<file path="src/pmc_pkg.sv">
// package: shared constants and types for the power mode controller
package pmc_pkg;

  // sequencer states
  typedef enum logic [2:0] {
    PMC_RUN      = 3'b000,
    PMC_SLEEP    = 3'b001,
    PMC_STOP     = 3'b010,
    PMC_STOP_REG = 3'b011,
    PMC_STANDBY  = 3'b100,
    PMC_WAKE     = 3'b101
  } pmc_state_t;

  // processor clock sources
  typedef enum logic [1:0] {
    PMC_SRC_FAST_RC = 2'b00,
    PMC_SRC_CRYSTAL = 2'b01,
    PMC_SRC_PLL     = 2'b10
  } pmc_src_t;

  // raw supply supervisor indications, all asynchronous to mclk
  typedef struct packed {
    logic main_supply_ok;
    logic analog_supply_ok;
    logic main_above_threshold;
  } pmc_supply_t;

  // clock gate and oscillator enables driven to the clock tree
  typedef struct packed {
    logic cpu_clk_en;
    logic core_clk_en;
    logic pll_en;
    logic internal_fast_oscillator_en;
    logic external_crystal_oscillator_en;
    logic rtc_clk_en;
    logic watchdog_clk_en;
  } pmc_clk_t;

  localparam int         PMC_EXT_LINES    = 16;
  localparam int         PMC_MCLK_MHZ     = 250;
  localparam int         PMC_RESET_HOLD_NS = 20;
  localparam int         PMC_RESET_HOLD_CYC =
    (PMC_RESET_HOLD_NS * PMC_MCLK_MHZ + 999) / 1000;
  localparam int         PMC_REG_SETTLE_NS = 40;
  localparam int         PMC_REG_SETTLE_CYC =
    (PMC_REG_SETTLE_NS * PMC_MCLK_MHZ + 999) / 1000;
  localparam int         PMC_CLK_FAIL_NS  = 1000;
  localparam int         PMC_CLK_FAIL_CYC = (PMC_CLK_FAIL_NS * PMC_MCLK_MHZ) / 1000;
  localparam logic [1:0] PMC_DET_FALL     = 2'h0_1;
  localparam logic [1:0] PMC_DET_RISE     = 2'h0_2;

endpackage : pmc_pkg

</file>
<file path="src/pmc_top.sv">
// power mode controller: supervisors, regulator mode, low-power sequencing, clock fallback
// Notes on behaviour
// hold all logic in reset while the monitored supply is under threshold
// power-on release looks only at the main supply
// power-down watches both supplies; option bit drops the analog part
// enabled level detector flags falling, rising or both crossings
// regulator enabled after any reset, main or low-power mode
// regulator in main mode while running
// in stop the regulator mode follows software choice
// in standby the regulator is off and core domain is lost
// sleep stops only the processor clock; any peripheral interrupt wakes it
// stop halts core clocks and disables pll, fast rc and crystal
// stop keeps sram and register contents
// any extended event line leaves stop
// two-wire and serial ports may request the fast rc during stop
// such a request first returns the regulator to main mode
// standby drops all state except rtc domain and standby logic
// standby exits on reset pin, watchdog reset, wake pin rise, rtc event
// rtc, watchdog and their clocks never stop
// after reset the fast internal rc clocks the processor
// failed crystal falls back to the rc and flags an interrupt
// software selects stop or standby before the sleep request
// standby wake acts as reset; stop wake resumes on the rc
module pmc_top #(
  parameter int FAIL_CYC = pmc_pkg::PMC_CLK_FAIL_CYC
) (
  input  wire logic                               mclk,
  input  wire logic                               rst_n,
  input  wire pmc_pkg::pmc_supply_t               supply,
  input  wire logic                               analog_supervisor_off,
  input  wire logic                               detector_en,
  input  wire logic [1:0]                         detector_edge_sel,
  input  wire logic                               sleep_request,
  input  wire logic                               deep_sleep_sel,
  input  wire logic                               standby_sel,
  input  wire logic                               stop_low_power_sel,
  input  wire logic                               peripheral_irq,
  input  wire logic [pmc_pkg::PMC_EXT_LINES-1:0]  extended_event_lines,
  input  wire logic                               rtc_event,
  input  wire logic                               two_wire_port_wake,
  input  wire logic                               serial_port_wake,
  input  wire logic                               two_wire_port_clk_req,
  input  wire logic                               serial_port_clk_req,
  input  wire logic                               external_reset_pin_n,
  input  wire logic                               independent_watchdog_reset,
  input  wire logic                               wake_pin,
  input  wire pmc_pkg::pmc_src_t                  clk_src_sel,
  input  wire logic                               crystal_toggle,
  input  wire logic                               clk_fail_irq_en,
  input  wire logic                               clk_fail_clear,
  output logic                                    core_reset_n,
  output logic                                    detector_irq,
  output logic                                    detector_level,
  output logic                                    regulator_on,
  output logic                                    regulator_main_mode,
  output logic                                    regulator_low_power_mode,
  output pmc_pkg::pmc_clk_t                       clk_ctl,
  output pmc_pkg::pmc_src_t                       cpu_clk_src,
  output logic                                    clk_fail_flag,
  output logic                                    clk_fail_irq,
  output pmc_pkg::pmc_state_t                     power_state
);
  localparam int NS = 3 + 2 + 16 + 5;

  // every pin-level input crosses two flops first
  logic [NS-1:0] raw_in;
  logic [NS-1:0] syn_in;
  assign raw_in = {supply, external_reset_pin_n, independent_watchdog_reset,
                   extended_event_lines, rtc_event, two_wire_port_wake,
                   serial_port_wake, wake_pin, crystal_toggle};

  pmc_sync #(.WIDTH(NS)) u_sync (
    .mclk     (mclk),
    .rst_n    (rst_n),
    .async_in (raw_in),
    .sync_out (syn_in)
  );

  pmc_pkg::pmc_supply_t                    s_supply;
  logic                                    s_pin_n;
  logic                                    s_wdg;
  logic [pmc_pkg::PMC_EXT_LINES-1:0]       s_ext;
  logic                                    s_rtc;
  logic                                    s_twp;
  logic                                    s_ser;
  logic                                    s_wake;
  logic                                    s_xtal;
  assign {s_supply, s_pin_n, s_wdg, s_ext, s_rtc, s_twp, s_ser, s_wake, s_xtal} = syn_in;

  // supervisor: power-on watches main only, power-down also the analog supply
  logic supply_good;
  logic powered;
  logic next_powered;
  logic wake_pin_q;
  logic next_wake_pin_q;
  logic standby_exit;
  pmc_pkg::pmc_state_t state;
  pmc_pkg::pmc_state_t next_state;
  logic [2:0] hold_cnt;
  logic [2:0] next_hold_cnt;

  always_comb begin
    supply_good = s_supply.main_supply_ok &
                  (s_supply.analog_supply_ok | analog_supervisor_off);
    // once released, only a power-down drop re-asserts; release needs main only
    next_powered = powered ? supply_good : s_supply.main_supply_ok;
    next_wake_pin_q = s_wake;
    standby_exit = !s_pin_n | s_wdg | (s_wake & !wake_pin_q) | s_rtc;
    next_hold_cnt = hold_cnt;
    if (!powered || (state == pmc_pkg::PMC_STANDBY && standby_exit)) begin
      next_hold_cnt = 3'(pmc_pkg::PMC_RESET_HOLD_CYC);
    end else if (hold_cnt != 3'h0) begin
      next_hold_cnt = hold_cnt - 3'h1;
    end
  end

  always_ff @(posedge mclk or negedge rst_n) begin
    if (!rst_n) begin
      powered    <= 1'b0;
      wake_pin_q <= 1'b0;
      hold_cnt   <= 3'h1;
    end else begin
      powered    <= next_powered;
      wake_pin_q <= next_wake_pin_q;
      hold_cnt   <= next_hold_cnt;
    end
  end

  // core reset held while unpowered, in standby, or stretching after either
  assign core_reset_n = powered && hold_cnt == 3'h0 &&
                        state != pmc_pkg::PMC_STANDBY;

  // level detector with edge-selectable interrupt
  logic det_q;
  logic next_det_q;
  logic next_detector_irq;
  always_comb begin
    next_det_q        = s_supply.main_above_threshold;
    next_detector_irq = 1'b0;
    if (detector_en) begin
      if ((detector_edge_sel & pmc_pkg::PMC_DET_FALL) != 2'h0 && det_q && !next_det_q) begin
        next_detector_irq = 1'b1;
      end
      if ((detector_edge_sel & pmc_pkg::PMC_DET_RISE) != 2'h0 && !det_q && next_det_q) begin
        next_detector_irq = 1'b1;
      end
    end
  end

  always_ff @(posedge mclk or negedge rst_n) begin
    if (!rst_n) begin
      det_q        <= 1'b0;
      detector_irq <= 1'b0;
    end else begin
      det_q        <= next_det_q;
      detector_irq <= next_detector_irq;
    end
  end
  assign detector_level = detector_en & det_q;

  // low-power sequencer
  logic stop_wake;
  logic clk_req;
  logic [3:0] settle;
  logic [3:0] next_settle;
  logic next_reg_lp;
  logic reg_lp;
  always_comb begin
    stop_wake = (|s_ext) | detector_irq | s_rtc | s_twp | s_ser;
    clk_req   = two_wire_port_clk_req | serial_port_clk_req;
    next_state  = state;
    next_reg_lp = 1'b0;
    next_settle = settle;
    case (state)
      pmc_pkg::PMC_RUN: begin
        if (sleep_request) begin
          if (!deep_sleep_sel) begin
            next_state = pmc_pkg::PMC_SLEEP;
          end else if (standby_sel) begin
            next_state = pmc_pkg::PMC_STANDBY;
          end else begin
            next_state  = pmc_pkg::PMC_STOP;
            next_reg_lp = stop_low_power_sel;
          end
        end
      end
      pmc_pkg::PMC_SLEEP: begin
        if (peripheral_irq || stop_wake) begin
          next_state = pmc_pkg::PMC_RUN;
        end
      end
      pmc_pkg::PMC_STOP: begin
        // any exit puts the regulator back in main mode no later than the rc restarts
        if (stop_wake) begin
          next_state = pmc_pkg::PMC_WAKE;
        end else if (clk_req) begin
          next_reg_lp = 1'b0;
          next_settle = 4'(pmc_pkg::PMC_REG_SETTLE_CYC);
          next_state  = pmc_pkg::PMC_STOP_REG;
        end else begin
          next_reg_lp = reg_lp;
        end
      end
      pmc_pkg::PMC_STOP_REG: begin
        // regulator is back in main mode; rc runs once settled
        if (settle != 4'h0) begin
          next_settle = settle - 4'h1;
        end
        if (stop_wake) begin
          next_state = pmc_pkg::PMC_WAKE;
        end else if (!clk_req && settle == 4'h0) begin
          next_state  = pmc_pkg::PMC_STOP;
          next_reg_lp = stop_low_power_sel;
        end
      end
      pmc_pkg::PMC_STANDBY: begin
        if (standby_exit) begin
          next_state = pmc_pkg::PMC_RUN;
        end
      end
      pmc_pkg::PMC_WAKE: begin
        next_state = pmc_pkg::PMC_RUN;
      end
      default: begin
        next_state = pmc_pkg::PMC_RUN;
      end
    endcase
  end

  always_ff @(posedge mclk or negedge rst_n) begin
    if (!rst_n) begin
      state  <= pmc_pkg::PMC_RUN;
      reg_lp <= 1'b0;
      settle <= 4'h0;
    end else begin
      state  <= next_state;
      reg_lp <= next_reg_lp;
      settle <= next_settle;
    end
  end

  assign power_state              = state;
  assign regulator_on             = state != pmc_pkg::PMC_STANDBY;
  assign regulator_low_power_mode = regulator_on & reg_lp;
  assign regulator_main_mode      = regulator_on & !reg_lp;

  // clock source: rc after reset, forced back on crystal failure
  logic xtal_failed;
  pmc_clk_mon #(.FAIL_CYC(FAIL_CYC)) u_mon (
    .mclk           (mclk),
    .rst_n          (rst_n),
    .enable         (cpu_clk_src == pmc_pkg::PMC_SRC_CRYSTAL),
    .crystal_toggle (s_xtal),
    .failed         (xtal_failed)
  );

  pmc_pkg::pmc_src_t next_src;
  logic              next_fail_flag;
  logic              src_stuck;
  logic              next_src_stuck;
  always_comb begin
    next_src       = clk_src_sel;
    next_src_stuck = src_stuck & (clk_src_sel != pmc_pkg::PMC_SRC_FAST_RC);
    // standby and stop resume on the rc
    if (state == pmc_pkg::PMC_STANDBY || state == pmc_pkg::PMC_WAKE ||
        src_stuck || xtal_failed) begin
      next_src = pmc_pkg::PMC_SRC_FAST_RC;
    end
    // after a wake the selection must go back to the rc before an old source is taken again
    if (xtal_failed || state == pmc_pkg::PMC_WAKE || state == pmc_pkg::PMC_STANDBY) begin
      next_src_stuck = 1'b1;
    end
    // set wins over clear
    next_fail_flag = xtal_failed | (clk_fail_flag & !clk_fail_clear);
  end

  always_ff @(posedge mclk or negedge rst_n) begin
    if (!rst_n) begin
      cpu_clk_src   <= pmc_pkg::PMC_SRC_FAST_RC;
      clk_fail_flag <= 1'b0;
      src_stuck     <= 1'b0;
    end else begin
      cpu_clk_src   <= next_src;
      clk_fail_flag <= next_fail_flag;
      src_stuck     <= next_src_stuck;
    end
  end
  assign clk_fail_irq = clk_fail_flag & clk_fail_irq_en;

  // clock enables per state
  logic deep;
  assign deep = state == pmc_pkg::PMC_STOP || state == pmc_pkg::PMC_STOP_REG ||
                state == pmc_pkg::PMC_STANDBY;
  always_comb begin
    clk_ctl.cpu_clk_en  = state == pmc_pkg::PMC_RUN;
    clk_ctl.core_clk_en = !deep;
    clk_ctl.pll_en      = !deep && cpu_clk_src == pmc_pkg::PMC_SRC_PLL;
    clk_ctl.internal_fast_oscillator_en = !deep ||
      (state == pmc_pkg::PMC_STOP_REG && settle == 4'h0);
    clk_ctl.external_crystal_oscillator_en = !deep &&
      cpu_clk_src != pmc_pkg::PMC_SRC_FAST_RC;
    clk_ctl.rtc_clk_en      = 1'b1;
    clk_ctl.watchdog_clk_en = 1'b1;
  end

  a_stop_gates: assert property (@(posedge mclk) disable iff (!rst_n)
    state == pmc_pkg::PMC_STOP |-> !clk_ctl.core_clk_en && !clk_ctl.pll_en &&
    !clk_ctl.internal_fast_oscillator_en) else $error("stop clocks running");
  a_rc_needs_main: assert property (@(posedge mclk) disable iff (!rst_n)
    clk_ctl.internal_fast_oscillator_en |-> !regulator_low_power_mode)
    else $error("rc on with low power regulator");
  a_standby_off: assert property (@(posedge mclk) disable iff (!rst_n)
    state == pmc_pkg::PMC_STANDBY |-> !regulator_on && !core_reset_n)
    else $error("standby regulator on");
  a_run_main_mode: assert property (@(posedge mclk) disable iff (!rst_n)
    state == pmc_pkg::PMC_RUN |-> regulator_main_mode) else $error("run not main");
  a_fail_fallback: assert property (@(posedge mclk) disable iff (!rst_n)
    xtal_failed |=> cpu_clk_src == pmc_pkg::PMC_SRC_FAST_RC && clk_fail_flag)
    else $error("no fallback");
  a_stop_wake_exit: assert property (@(posedge mclk) disable iff (!rst_n)
    state == pmc_pkg::PMC_STOP && stop_wake |=> state == pmc_pkg::PMC_WAKE ##1
    state == pmc_pkg::PMC_RUN) else $error("stop wake missed");
  a_sleep_cpu_only: assert property (@(posedge mclk) disable iff (!rst_n)
    state == pmc_pkg::PMC_SLEEP |-> !clk_ctl.cpu_clk_en && clk_ctl.core_clk_en)
    else $error("sleep gating wrong");
  a_unpowered_reset: assert property (@(posedge mclk) disable iff (!rst_n)
    !s_supply.main_supply_ok |-> ##2 !core_reset_n) else $error("reset not held");
  a_det_fall_irq: assert property (@(posedge mclk) disable iff (!rst_n)
    detector_en && detector_edge_sel == 2'h1 && $fell(next_det_q) |=> detector_irq)
    else $error("detector irq missed");
endmodule : pmc_top

</file>
<file path="src/pmc_sync.sv">
// two-flop synchroniser for a bus of asynchronous levels
module pmc_sync #(
  parameter int WIDTH = 1
) (
  input  wire logic             mclk,
  input  wire logic             rst_n,
  input  wire logic [WIDTH-1:0] async_in,
  output logic      [WIDTH-1:0] sync_out
);
  logic [WIDTH-1:0] stage1;
  logic [WIDTH-1:0] next_stage1;
  logic [WIDTH-1:0] next_sync_out;

  // stage1 feeds only sync_out
  always_comb begin
    next_stage1   = async_in;
    next_sync_out = stage1;
  end

  always_ff @(posedge mclk or negedge rst_n) begin
    if (!rst_n) begin
      stage1   <= '0;
      sync_out <= '0;
    end else begin
      stage1   <= next_stage1;
      sync_out <= next_sync_out;
    end
  end
endmodule : pmc_sync

</file>
<file path="src/pmc_clk_mon.sv">
// external clock monitor: flags a crystal that stops toggling
module pmc_clk_mon #(
  parameter int FAIL_CYC = 250
) (
  input  wire logic mclk,
  input  wire logic rst_n,
  input  wire logic enable,
  input  wire logic crystal_toggle,
  output logic      failed
);
  localparam int CW = $clog2(FAIL_CYC + 1);
  logic [CW-1:0] count;
  logic [CW-1:0] next_count;
  logic          last;
  logic          next_last;
  logic          next_failed;

  // count mclk cycles since the last toggle seen on the crystal divider bit
  always_comb begin
    next_last   = crystal_toggle;
    next_count  = count;
    next_failed = failed;
    if (!enable) begin
      next_count  = '0;
      next_failed = 1'b0;
    end else if (crystal_toggle != last) begin
      next_count = '0;
    end else if (count == CW'(FAIL_CYC)) begin
      next_failed = 1'b1;
    end else begin
      next_count = count + CW'(1);
    end
  end

  always_ff @(posedge mclk or negedge rst_n) begin
    if (!rst_n) begin
      count  <= '0;
      last   <= 1'b0;
      failed <= 1'b0;
    end else begin
      count  <= next_count;
      last   <= next_last;
      failed <= next_failed;
    end
  end
endmodule : pmc_clk_mon

</file>
<file path="config.mk">
export PLATFORM = sky130hd
export DESIGN_NAME = pmc_top
export DESIGN_NICKNAME = d
export VERILOG_FILES = /design/src/pmc_pkg.sv /design/src/pmc_top.sv /design/src/pmc_sync.sv /design/src/pmc_clk_mon.sv
export SDC_FILE = /design/constraint.sdc
export NUM_CORES = 1
export LEC_CHECK = 0
export CORE_ASPECT_RATIO = 1.2
export CORE_MARGIN = 1.5
export CORE_UTILIZATION = 55
export DETAILED_ROUTE_END_ITERATION = 12
export DONT_BUFFER_PORTS = 1
export MAX_ROUTING_LAYER = met4
export PLACE_DENSITY = 0.8
export SYNTH_ARGS = -nofsm -noshare
export SYNTH_HDL_FRONTEND = slang
export SYNTH_SLANG_ARGS = --single-unit
</file>
<file path="constraint.sdc">
create_clock -name mclk -period 1.7 [get_ports mclk]
set_clock_uncertainty 0.2 [all_clocks]
set_input_delay 0.17 -clock mclk [delete_from_list [all_inputs] [get_ports mclk]]
set_output_delay 0.17 -clock mclk [all_outputs]
set_load 0.1 [all_outputs]
</file>
== Word level (Yosys, flattened, before mapping) ==
Index checks and enable logic that the tools add are counted.

* Flip-flop bits (word level): 81
* Input port bits: 43
* Output and inout bits: 20

* Equality and inequality tests: 21
* Bitwise operators: 18
* Multiplexer cells: 36
* Reduce and logical (&&, ||, !) cells: 43
* $add $sub $neg: 3

{| class="wikitable"
|+ Operator list
! operator !! number
|-
| 2-to-1 mux 3 bit || 11
|-
| 2-to-1 mux 8 bit || 3
|-
| != test 2 bit, second input constant || 8
|-
| OR reduction 16 bit || 1
|-
| 2-to-1 mux 1 bit || 15
|-
| one-hot mux 3 bit (5 select lines) || 1
|-
| 2-to-1 mux 4 bit || 3
|-
| != test 3 bit, second input constant || 4
|-
| logical AND 1 bit || 11
|-
| logical OR 1 bit || 10
|-
| OR 1 bit || 10
|-
| zero test 1 bit || 9
|-
| adder 8 x 1 -> 8 bit, second input constant || 1
|-
| bitwise AND 1 bit || 8
|-
| equality test 8 bit, second input constant || 1
|-
| one-hot mux 4 bit (2 select lines) || 1
|-
| nonzero test 2 bit || 4
|-
| equality test 3 x 2 -> 1 bit, second input constant || 2
|-
| equality test 3 bit, second input constant || 2
|-
| zero test 3 bit || 2
|-
| AND reduction 5 bit || 1
|-
| zero test 4 bit || 1
|-
| AND reduction 4 bit || 1
|-
| nonzero test 4 bit || 1
|-
| 10 further kinds || 10
|}

== Depth between registers and ports, before layout ==
Gate-level depths: netlist of run 1.

* Word-level depth: 8
* Mapped depth: 7

== Cells and area by module ==
Synthesis of run 1 repeated with hierarchy kept, for this count alone.

* Cells, all modules: 229
* Area total of the unflattened synthesis: 3007.9 sq um

{| class="wikitable"
|+ By module, submodules not included
! module !! seq. area each (sq um) !! times used !! cells an instance !! area each (sq um)
|-
| pmc_sync || 1301.2 || 1 || 52 || 1301.2
|-
| pmc_top || 476.7 || 1 || 130 || 1223.7
|-
| pmc_clk_mon || 250.2 || 1 || 47 || 483.0
|}

== Least setup slack after synthesis of run 1 ==
No wires, ideal clock.

* Path type: register to output
* Start: register state[1], in the netlist power_state[1]
* End: output port clk_ctl[4] (netlist name)
* Path slack: -3.330 ns
* Required time: 1.330 ns
* Cell stages (with the launch flop): 5
* Arrival time: 4.660 ns
* Path through: dfrtp_1 nor2b_1 and2b_1 buf_4 nor4b_1

{| class="wikitable"
|+ RTL lines
! what !! RTL line !! text
|-
| start: declaration || pmc_top.sv:97 || <nowiki>pmc_pkg::pmc_state_t state;</nowiki>
|-
| start signal: assignment || pmc_top.sv:232 || <nowiki>state <= pmc_pkg::PMC_RUN;</nowiki>
|-
| start signal: assignment || pmc_top.sv:236 || <nowiki>state <= next_state;</nowiki>
|-
| end: declaration || pmc_top.sv:57 || <nowiki>output pmc_pkg::pmc_clk_t clk_ctl,</nowiki>
|}

==> results.sh, run 1 <==
export IMPL_drive_gt1_frac=0.376
export IMPL_ys_flop_type="dfrtp_1"
export IMPL_synth_edf_count=0
export IMPL_use_met2=0.468
export IMPL_drv_cap=0
export IMPL_synth_async_sr_flop_share=1.00
export IMPL_htree_levels=3
export IMPL_max_vdd_ir_drop_mv=1.02
export IMPL_synthSimpleGateAreaFrac=0.164
export IMPL_numPortBuffers=0
export IMPL_gr_total_overflow=0
export IMPL_gr_max_usage_layer="met2"
export IMPL_drc=0
export IMPL_die_w_um=69.5
export IMPL_synthCells=219
export IMPL_first_iter_violations=143
export IMPL_wl_per_cell_um=20.0
export IMPL_maxSlewViolCount=0
export IMPL_wl_um=7630
export IMPL_multi_input_area_um2=1030
export IMPL_min_period_ps=2150
export IMPL_grt_setup_unrepaired="true"
export IMPL_clkSinkCount=81
export IMPL_dp_cells=311
export IMPL_die_h_um=82.8
export IMPL_yosysTopAreaCell="dfrtp_1"
export IMPL_post_route_period_util=1.26
export IMPL_cp_required_ps=1330
export IMPL_synth_xor_area_frac=0.0210
export IMPL_slowest_delay_ps=500
export IMPL_cts_tree="yes"
export IMPL_grt_pass1_vias=2332
export IMPL_critPathLaunchType="flop"
export IMPL_violations="hold timing, setup timing"
export IMPL_crit_arrival_ps=1780
export IMPL_grt_usage=0.267
export IMPL_yosysWarnings=0
export IMPL_crit_path_top_delay_cell="dfrtp_4"
export IMPL_cts_clk_slew_worst_paths_ps=90
export IMPL_endpoint_kind="primary output"
export IMPL_grt_pass1_wl_um=11300
export IMPL_stdcell_area_um2=4340
export IMPL_core_area_um2=5010
export IMPL_nNetsFinal=365
export IMPL_synth_area_leaders="dfrtp_1 69%, nor2_1 2.2%, ha_1 2.1%"
export IMPL_seqCellArea_um2=2050
export IMPL_critPathMaxFanout=3
export IMPL_grt_max_degree=82
export IMPL_clk_path_buf_depth=2
export IMPL_first_pass_iters=4
export IMPL_syn_area_per_cell_um2=13.3
export IMPL_final_common_cell="dfrtp_1"
export IMPL_met1_usage=0.282
export IMPL_final_cell_mix="73 x dfrtp_1, 39 x dlygate4sd3_1, 29 x buf_4"
export IMPL_synth_compound_area_frac=0.0716
export IMPL_finalWorstSetupSlack_ps=-446
export IMPL_dieArea_um2=5760
export IMPL_dpl_hpwl_um=3520
export IMPL_post_layout_nonfiller_instances=382
export IMPL_root_buffer="clkbuf_8"
export IMPL_cts_buffers=9
export IMPL_setup_viol=19
export IMPL_syn_to_final_growth_pct=48.7
export IMPL_synth_seq_cells=81
export IMPL_placementRows=28
export IMPL_viasPerCell=5.57
export IMPL_critPathTopFamily="flip-flops"
export IMPL_min_path_type="in -> async"
export IMPL_vias=2128
export IMPL_cts_hold_buf=39
export IMPL_synthAdderAreaFrac=0.0214
export IMPL_synth_top_family_by_area="simple AND/OR/NAND/NOR gates"
export IMPL_diodes=0
export IMPL_fillers=201
export IMPL_yosysSeqAreaShare=0.695
export IMPL_crit_buf_inv=2
export IMPL_yosys_area_top_type_share=0.686
export IMPL_path_cells="nor2b_4, and2b_2, buf_6, nor2_4, o21a_4, buf_12"
export IMPL_p_leak_nw=1.87
export IMPL_gp_congestion=0.766
export IMPL_synth_cell_types=51
export IMPL_critPathKind="reg -> out"
export IMPL_antenna_found_initial=0
export IMPL_synthMuxAreaShare=0
export IMPL_num_io_pins=63
export IMPL_dpl_cell_area_um2=3430
export IMPL_power_density_nw_per_um2=1270
export IMPL_synthesis_area_um2=2920
export IMPL_hold_ws_ps=-706
export IMPL_fmax_ghz=0.466
export IMPL_start_util=0.583
export IMPL_clock_latency_ps=360
export IMPL_postRouteAntennaNets=0
export IMPL_status="finished, violations left"
export IMPL_gr_usage_met3=0.0667
export IMPL_finalHoldViolations=81
## logic make-up (layout without fill, tap and decap cells)
kind of cell    Yosys count  count (layout)
compound gates           32              32
xor+xnor                  7               7
fa+ha+maj                 5               5
buf+inv                  15             117
flops                    81              81
other cells               1               2
simple gates             78              78
## timing repair
| action | in CTS | in global routing |
|---|---|---|
| hold endpoints to repair | 116 | 81 |
| resized for setup | 26 | 25 |
| pin swaps | 8 | 19 |
| endpoints found under the setup margin | 15 | 23 |
| buffers inserted | 3 | 14 |
## power breakdown
part | internal (mW) | switching, mW | total [mW]
clock | 0.555 | 0.778 | 1.33
sequential | 2.11 | 0.162 | 2.27
combinational | 0.811 | 1.09 | 1.90
total | 3.48 | 2.03 | 5.50
## registers in the layout, summed over array words and instances (netlist names)
register	cells
wake_pin_q	1
u_mon.failed	1
detector_irq	1
src_stuck	1
powered	1
reg_lp	1
u_sync.next_sync_out	26
u_mon.last	1
cpu_clk_src	2
clk_fail_flag	1
u_mon.count	8
settle	4
hold_cnt	3
u_sync.sync_out	26
power_state	3
det_q	1
## per-layer routing
| metal | share of wire | vias to the layer above |
|---|---|---|
| li1 | - | 946 |
| met1 | 0.36 | 1053 |
| met2 | 0.56 | 98 |
| met3 | 0.041 | 31 |
| met4 | 0.039 | 0 |
| met5 | 0 | - |
## cell usage after synthesis, types with 3 or more instances
cell,count
a21oi_1,7
inv_1,10
nor3_1,3
xor2_1,4
nor2b_1,4
ha_1,5
xnor2_1,3
o21ai_0,9
nand3_1,5
buf_4,3
dfrtp_1,80
nor2_1,17
nand2b_1,3
nand2_1,14
and2_1,5
nor4_2,4
nand3b_1,3
## worst reg2reg max path, cell delays in order, from the launching register on
cell and delay [ps]:
dfrtp_1 390, nor4_2 390, nand3_2 200, nor2_4 180, a21oi_1 100, a311o_1 340
## worst paths after layout
| path | startpoint | end | slack (ps) | depth (start not counted) |
|---|---|---|---|---|
| setup / recovery | power_state[2] | clk_ctl[2] | -450 | 6 |
| setup reg to reg | u_sync.sync_out[15] | power_state[0] | -210 | 5 |
| min in group mclk | peripheral_irq | power_state[1] | 30 | 3 |
| hold reg to reg | u_sync.next_sync_out[4] | u_sync.sync_out[4] | 150 | 0 |
| hold / removal | rst_n | settle[0] | -710 | 0 |
| max in group asynchronous | rst_n | hold_cnt[0] | 1820 | 0 |
## final cells by class
| class | count | area share |
|---|---|---|
| repair buffers | 90 | 0.222 |
| clock buffers | 9 | 0.0285 |
| clock inverters | 7 | 0.0141 |
| inverters | 11 | 0.0101 |
| flip-flops and latches | 81 | 0.471 |
| well taps | 60 | 0.0173 |
| multi-input cells | 124 | 0.236 |
## metrics by stage
step	hold slack, ps	TNS [ps]	setup WS, ps	util	power (mW)
2_1_floorplan	-326	-7890	-845	-	3.30
3_3_place_gp	-324	-183	-69.8	0.686	3.70
5_1_grt	-722	-5160	-491	0.867	5.68
4_1_cts	-702	-3440	-444	0.825	5.24
6_report	-706	-4080	-446	0.867	5.50
3_5_place_dp	-325	-335	-133	0.686	3.74
No activity file was read; power rests on OpenSTA's default activity.
==> run 2, diff against run 1 <==
- CORE_UTILIZATION: 55 -> 60
- PLACE_DENSITY: 0.8 -> 0.83
- clock period: 1.7 -> 2.2 ns (I/O delays scaled with it)
==> run 2 against run 1 <==
The flow finishes with violations (hold timing). Cell area decreased by 9.9%. First-iteration DRC count increased by 16%. Final cell count shrank 7.9%. Clock power fell by 23%. Highest routed layer unchanged. Clock-buffer cell count increased by 1. Register-to-register slack better by 230 ps. Via count down 8.0%. Power is 29% lower. Non-clock buffer count shrank 28. Sequential power decreased by 22%.
==> results.sh, run 2 (synthesis results as in run 1) <==
export IMPL_dieArea_um2=5290
export IMPL_first_pass_iters=4
export IMPL_status="finished, violations left"
export IMPL_cts_hold_buf=40
export IMPL_grt_max_degree=82
export IMPL_diodes=0
export IMPL_cts_clk_slew_worst_paths_ps=90
export IMPL_nNetsFinal=337
export IMPL_wl_per_cell_um=18.2
export IMPL_post_layout_nonfiller_instances=352
export IMPL_min_period_ps=2180
export IMPL_antenna_found_initial=0
export IMPL_dpl_cell_area_um2=3260
export IMPL_cp_required_ps=2290
export IMPL_finalWorstSetupSlack_ps=20.4
export IMPL_drv_cap=0
export IMPL_maxSlewViolCount=0
export IMPL_finalHoldViolations=81
export IMPL_root_buffer="clkbuf_8"
export IMPL_setup_tns_final_ps=0
export IMPL_clk_path_buf_depth=2
export IMPL_maxSlewHeadroom=0.663
export IMPL_endpoint_kind="flop"
export IMPL_p_leak_nw=1.69
export IMPL_max_vdd_ir_drop_mv=0.731
export IMPL_cts_tree="yes"
export IMPL_viasPerCell=5.56
export IMPL_power_total_mw=3.89
export IMPL_reg2reg_slack_ps=20
export IMPL_grt_pass1_vias=2041
export IMPL_core_area_um2=4630
export IMPL_vias=1958
export IMPL_fillers=209
export IMPL_utilization=0.846
export IMPL_die_h_um=79.4
export IMPL_min_path_type="in -> async"
export IMPL_postRouteAntennaNets=0
export IMPL_pre_cts_slack_ps=253
export IMPL_first_iter_violations=166
export IMPL_syn_to_final_growth_pct=34.1
export IMPL_fmax_ghz=0.459
export IMPL_placementRows=27
export IMPL_violations="hold timing"
export IMPL_crit_arrival_ps=2270
export IMPL_num_io_pins=63
export IMPL_gr_total_overflow=0
export IMPL_drc=0
export IMPL_grt_usage=0.266
export IMPL_setup_viol=0
export IMPL_wl_um=6400
export IMPL_hold_ws_ps=-647
export IMPL_dp_cells=292
export IMPL_worstMarginPinSlew_ps=501
export IMPL_post_route_period_util=0.991
export IMPL_power_density_nw_per_um2=995
export IMPL_drive_gt1_frac=0.231
export IMPL_critPathLaunchType="flop"
export IMPL_critPathMaxFanout=3
export IMPL_clkSinkCount=81
export IMPL_final_cell_mix="77 x dfrtp_1, 40 x dlygate4sd3_1, 14 x nand2_1, 14 x buf_4, 13 x nor2_1"
export IMPL_grt_pass1_wl_um=9800
export IMPL_gp_congestion=0.778
export IMPL_critPathKind="reg -> reg"
export IMPL_die_w_um=66.7
export IMPL_htree_levels=3
export IMPL_dpl_hpwl_um=3390
export IMPL_clock_latency_ps=350
export IMPL_start_util=0.631
export IMPL_final_common_cell="dfrtp_1"
export IMPL_numPortBuffers=0
export IMPL_stdcell_area_um2=3910
export IMPL_cts_buffers=9
-- run 2: cell count changes in the layout (fill, tap and decap cells not counted), sizes merged --
cell / delta
buf: -29
clkbuf: +1
clkinv: +1
clkinvlp: -2
dlygate4sd3: +1
-- run 2: worst paths after layout --
path | from | to | cells past startpoint
hold / removal | rst_n | u_sync.next_sync_out[21] | 0
min in group mclk | u_sync.next_sync_out[8] | u_sync.sync_out[8] | 0
setup / recovery | settle[0] | reg_lp | 8
hold reg to reg | u_sync.next_sync_out[8] | u_sync.sync_out[8] | 0
max in group asynchronous | rst_n | hold_cnt[0] | 0
setup reg to reg | settle[0] | reg_lp | 8
-- run 2: area by class of cell --
type | count | area (µm²) | share of cell area
Tap cell | 58 | 72.6 | 0.0185
Multi-Input combinational cell | 124 | 913 | 0.233
Timing Repair Buffer | 62 | 661 | 0.169
Sequential cell | 81 | 2040 | 0.521
Clock inverter | 6 | 48.8 | 0.0125
Inverter | 11 | 41.3 | 0.0105
Clock buffer | 10 | 138 | 0.0352
-- run 2: timing repair --
| item | 4_1_cts | 5_1_grt |
|---|---|---|
| endpoints found under the hold margin | 116 | 81 |
| gates resized for setup | 2 | 7 |
| setup buffers | 0 | 4 |
| pin swaps | 0 | 1 |
| endpoints found under the setup margin | 8 | 4 |
-- run 2: where the power goes --
part | total [mW] | internal (mW) | switching (mW)
logic | 1.11 | 0.396 | 0.709
registers | 1.76 | 1.63 | 0.131
clock network | 1.03 | 0.455 | 0.573
total | 3.89 | 2.48 | 1.41
-- run 2: metal layers --
| layer | up-vias | share of wire | track usage | wire length [µm] |
|---|---|---|---|---|
| met5 | - | 0 | - | 0 |
| met4 | 0 | 0.027 | 0.124 | 172 |
| met3 | 18 | 0.047 | 0.0508 | 298 |
| met2 | 74 | 0.55 | 0.452 | 3500 |
| met1 | 982 | 0.38 | 0.303 | 2420 |
| li1 | 884 | - | - | - |
-- run 2: worst max-delay path, cell delays in order (launching register included) --
cell,delay [ps]
dfrtp_1,400
inv_1,80
ha_2,190
nor3b_4,240
nand3_1,120
o21ai_0,90
nand2_1,90
o22ai_1,150
dlygate4sd3_1,570
==> run 3, diff against run 2 <==
- CORE_UTILIZATION: 60 -> 61
- PLACE_DENSITY: 0.83 -> 0.84
==> run 3 against run 2 <==
Critical path type unchanged. Power increased by 7.0%. Critical endpoint is now power_state[2]. Core utilization increased by 2.1 points. The flow finishes with violations (hold timing, setup timing). Clock-buffer cell count unchanged. Die area decreased by 1.6%. Hold slack got worse by 14 ps. Via count increased by 6.4%. Final cell count increased by 1.4%. Largest power group unchanged. Worst setup slack got worse by 180 ps. Routed wire length increased by 20%. Global-route usage increased by 2.0 points. First-iteration DRC count increased by 11%.
==> results.sh, run 3 (synthesis results as in run 1) <==
export IMPL_cp_required_ps=2290
export IMPL_finalHoldViolations=81
export IMPL_grt_max_degree=82
export IMPL_num_io_pins=63
export IMPL_crit_buf_inv=3
export IMPL_cts_buffers=9
export IMPL_root_buffer="clkbuf_8"
export IMPL_status="finished, violations left"
export IMPL_critPathKind="reg -> reg"
export IMPL_start_util=0.635
export IMPL_diodes=0
export IMPL_crit_arrival_ps=2450
export IMPL_cts_hold_buf=39
export IMPL_htree_levels=3
export IMPL_clk_path_buf_depth=2
export IMPL_core_area_um2=4590
export IMPL_grt_pass1_vias=2167
export IMPL_finalWorstSetupSlack_ps=-162
export IMPL_gp_congestion=0.857
export IMPL_final_cell_mix="77 x dfrtp_1, 39 x dlygate4sd3_1, 20 x buf_4"
export IMPL_dieArea_um2=5210
export IMPL_power_density_nw_per_um2=1050
export IMPL_setup_tns_final_ps=-183
export IMPL_p_leak_nw=1.73
export IMPL_die_h_um=78.8
export IMPL_first_iter_violations=184
export IMPL_viasPerCell=5.84
export IMPL_fmax_ghz=0.423
export IMPL_clkSinkCount=81
export IMPL_cts_tree="yes"
export IMPL_crit_path_top_delay_cell="dlygate4sd3_1"
export IMPL_critPathMaxFanout=5
export IMPL_slowest_delay_ps=630
export IMPL_die_w_um=66.2
export IMPL_post_route_period_util=1.07
export IMPL_grt_usage=0.286
export IMPL_drv_cap=0
export IMPL_grt_pass1_wl_um=10400
export IMPL_max_vdd_ir_drop_mv=1.10
export IMPL_final_common_cell="dfrtp_1"
export IMPL_first_pass_iters=4
export IMPL_dpl_hpwl_um=3560
export IMPL_wl_per_cell_um=21.5
export IMPL_drive_gt1_frac=0.247
export IMPL_setup_viol=2
export IMPL_utilization=0.867
export IMPL_nNetsFinal=342
export IMPL_postRouteAntennaNets=0
export IMPL_clock_latency_ps=360
export IMPL_violations="hold timing, setup timing"
export IMPL_maxSlewHeadroom=0.608
export IMPL_placementRows=27
export IMPL_path_cells="buf_4, buf_4, nor3_4, nand2_1, o221ai_1, dlygate4sd3_1"
export IMPL_min_path_type="in -> async"
export IMPL_gr_total_overflow=0
export IMPL_critPathLaunchType="flop"
export IMPL_syn_to_final_growth_pct=36.5
export IMPL_numPortBuffers=0
export IMPL_grt_setup_unrepaired="true"
export IMPL_critPathTopFamily="buffers and inverters"
export IMPL_antenna_found_initial=0
export IMPL_worstMarginPinSlew_ps=584
export IMPL_crit_top_cell="buf_4"
export IMPL_wl_um=7670
export IMPL_drc=0
export IMPL_vias=2084
export IMPL_maxSlewViolCount=0
export IMPL_endpoint_kind="flop"
export IMPL_cts_clk_slew_worst_paths_ps=90
export IMPL_min_period_ps=2360
export IMPL_hold_ws_ps=-660
-- run 3: cell count changes in the layout (fill, tap and decap cells not counted), sizes merged --
cell,previous run,this run
bufinv,0,2
inv,14,12
buf,22,28
dlygate4sd3,40,39
-- run 3: what timing repair did --
item	CTS	global route
setup endpoints to repair	3	5
gates resized for setup	1	8
pin swaps	0	5
cloned	0	0
endpoints found under the hold margin	116	81
buffers inserted	3	6
-- run 3: per-layer routing --
layer | share of wire | global-route usage | wire length (µm)
met1 | 0.36 | 0.316 | 2750
met2 | 0.54 | 0.495 | 4170
met3 | 0.059 | 0.0694 | 451
met4 | 0.039 | 0.110 | 298
met5 | 0 | - | 0
-- run 3: layout make-up --
class	count	area (µm²)
sequential	81	2040
multi-input combinational	124	920
timing repair buffer	67	692
fill	210	611
clock buffer	10	128
clock inverter	6	91.3
tap	58	72.6
inverter	11	41.3
-- run 3: report_power, final --
part	internal [mW]	leakage [nW]	total, mW	switching [mW]
Clock	0.646	0.111	1.22	0.578
Combinational	0.415	0.648	1.17	0.754
Sequential	1.63	0.971	1.77	0.145
Total	2.69	1.73	4.17	1.48
-- run 3: path summary, 6_finish.rpt --
path | to | startpoint | slack [ps] | cells past startpoint
worst min-delay path | u_sync.next_sync_out[4] | rst_n | -660 | 0
worst max-delay path | power_state[2] | power_state[2] | -160 | 6
worst min register to register | u_sync.sync_out[0] | u_sync.next_sync_out[0] | 150 | 0
min in group mclk | power_state[1] | sleep_request | 20 | 2
max in group asynchronous | hold_cnt[0] | rst_n | 2270 | 0
worst max register to register | power_state[2] | power_state[2] | -160 | 6
-- run 3: worst register-to-register path: stages, from the launching register on --
cell           delay (ps)
dfrtp_4               480
buf_4                 150
buf_4                 150
nor3_4                180
nand2_1               170
o221ai_1              330
dlygate4sd3_1         630
-- run 3: metrics by stage --
| step | power [mW] | hold slack [ps] | instance area [µm²] | cells | worst slack (ps) |
|---|---|---|---|---|---|
| final | 4.17 | -660 | 3980 | 357 | -162 |
| after global routing | 4.29 | -676 | 3980 | 357 | -162 |
| after CTS | 4.03 | -654 | 3900 | 351 | 25.5 |
| after detailed placement | 2.78 | -275 | 3270 | 293 | 271 |
| after global placement | 2.75 | -274 | 3270 | 293 | 338 |
| after floorplan | 2.54 | -276 | 3000 | 220 | -394 |
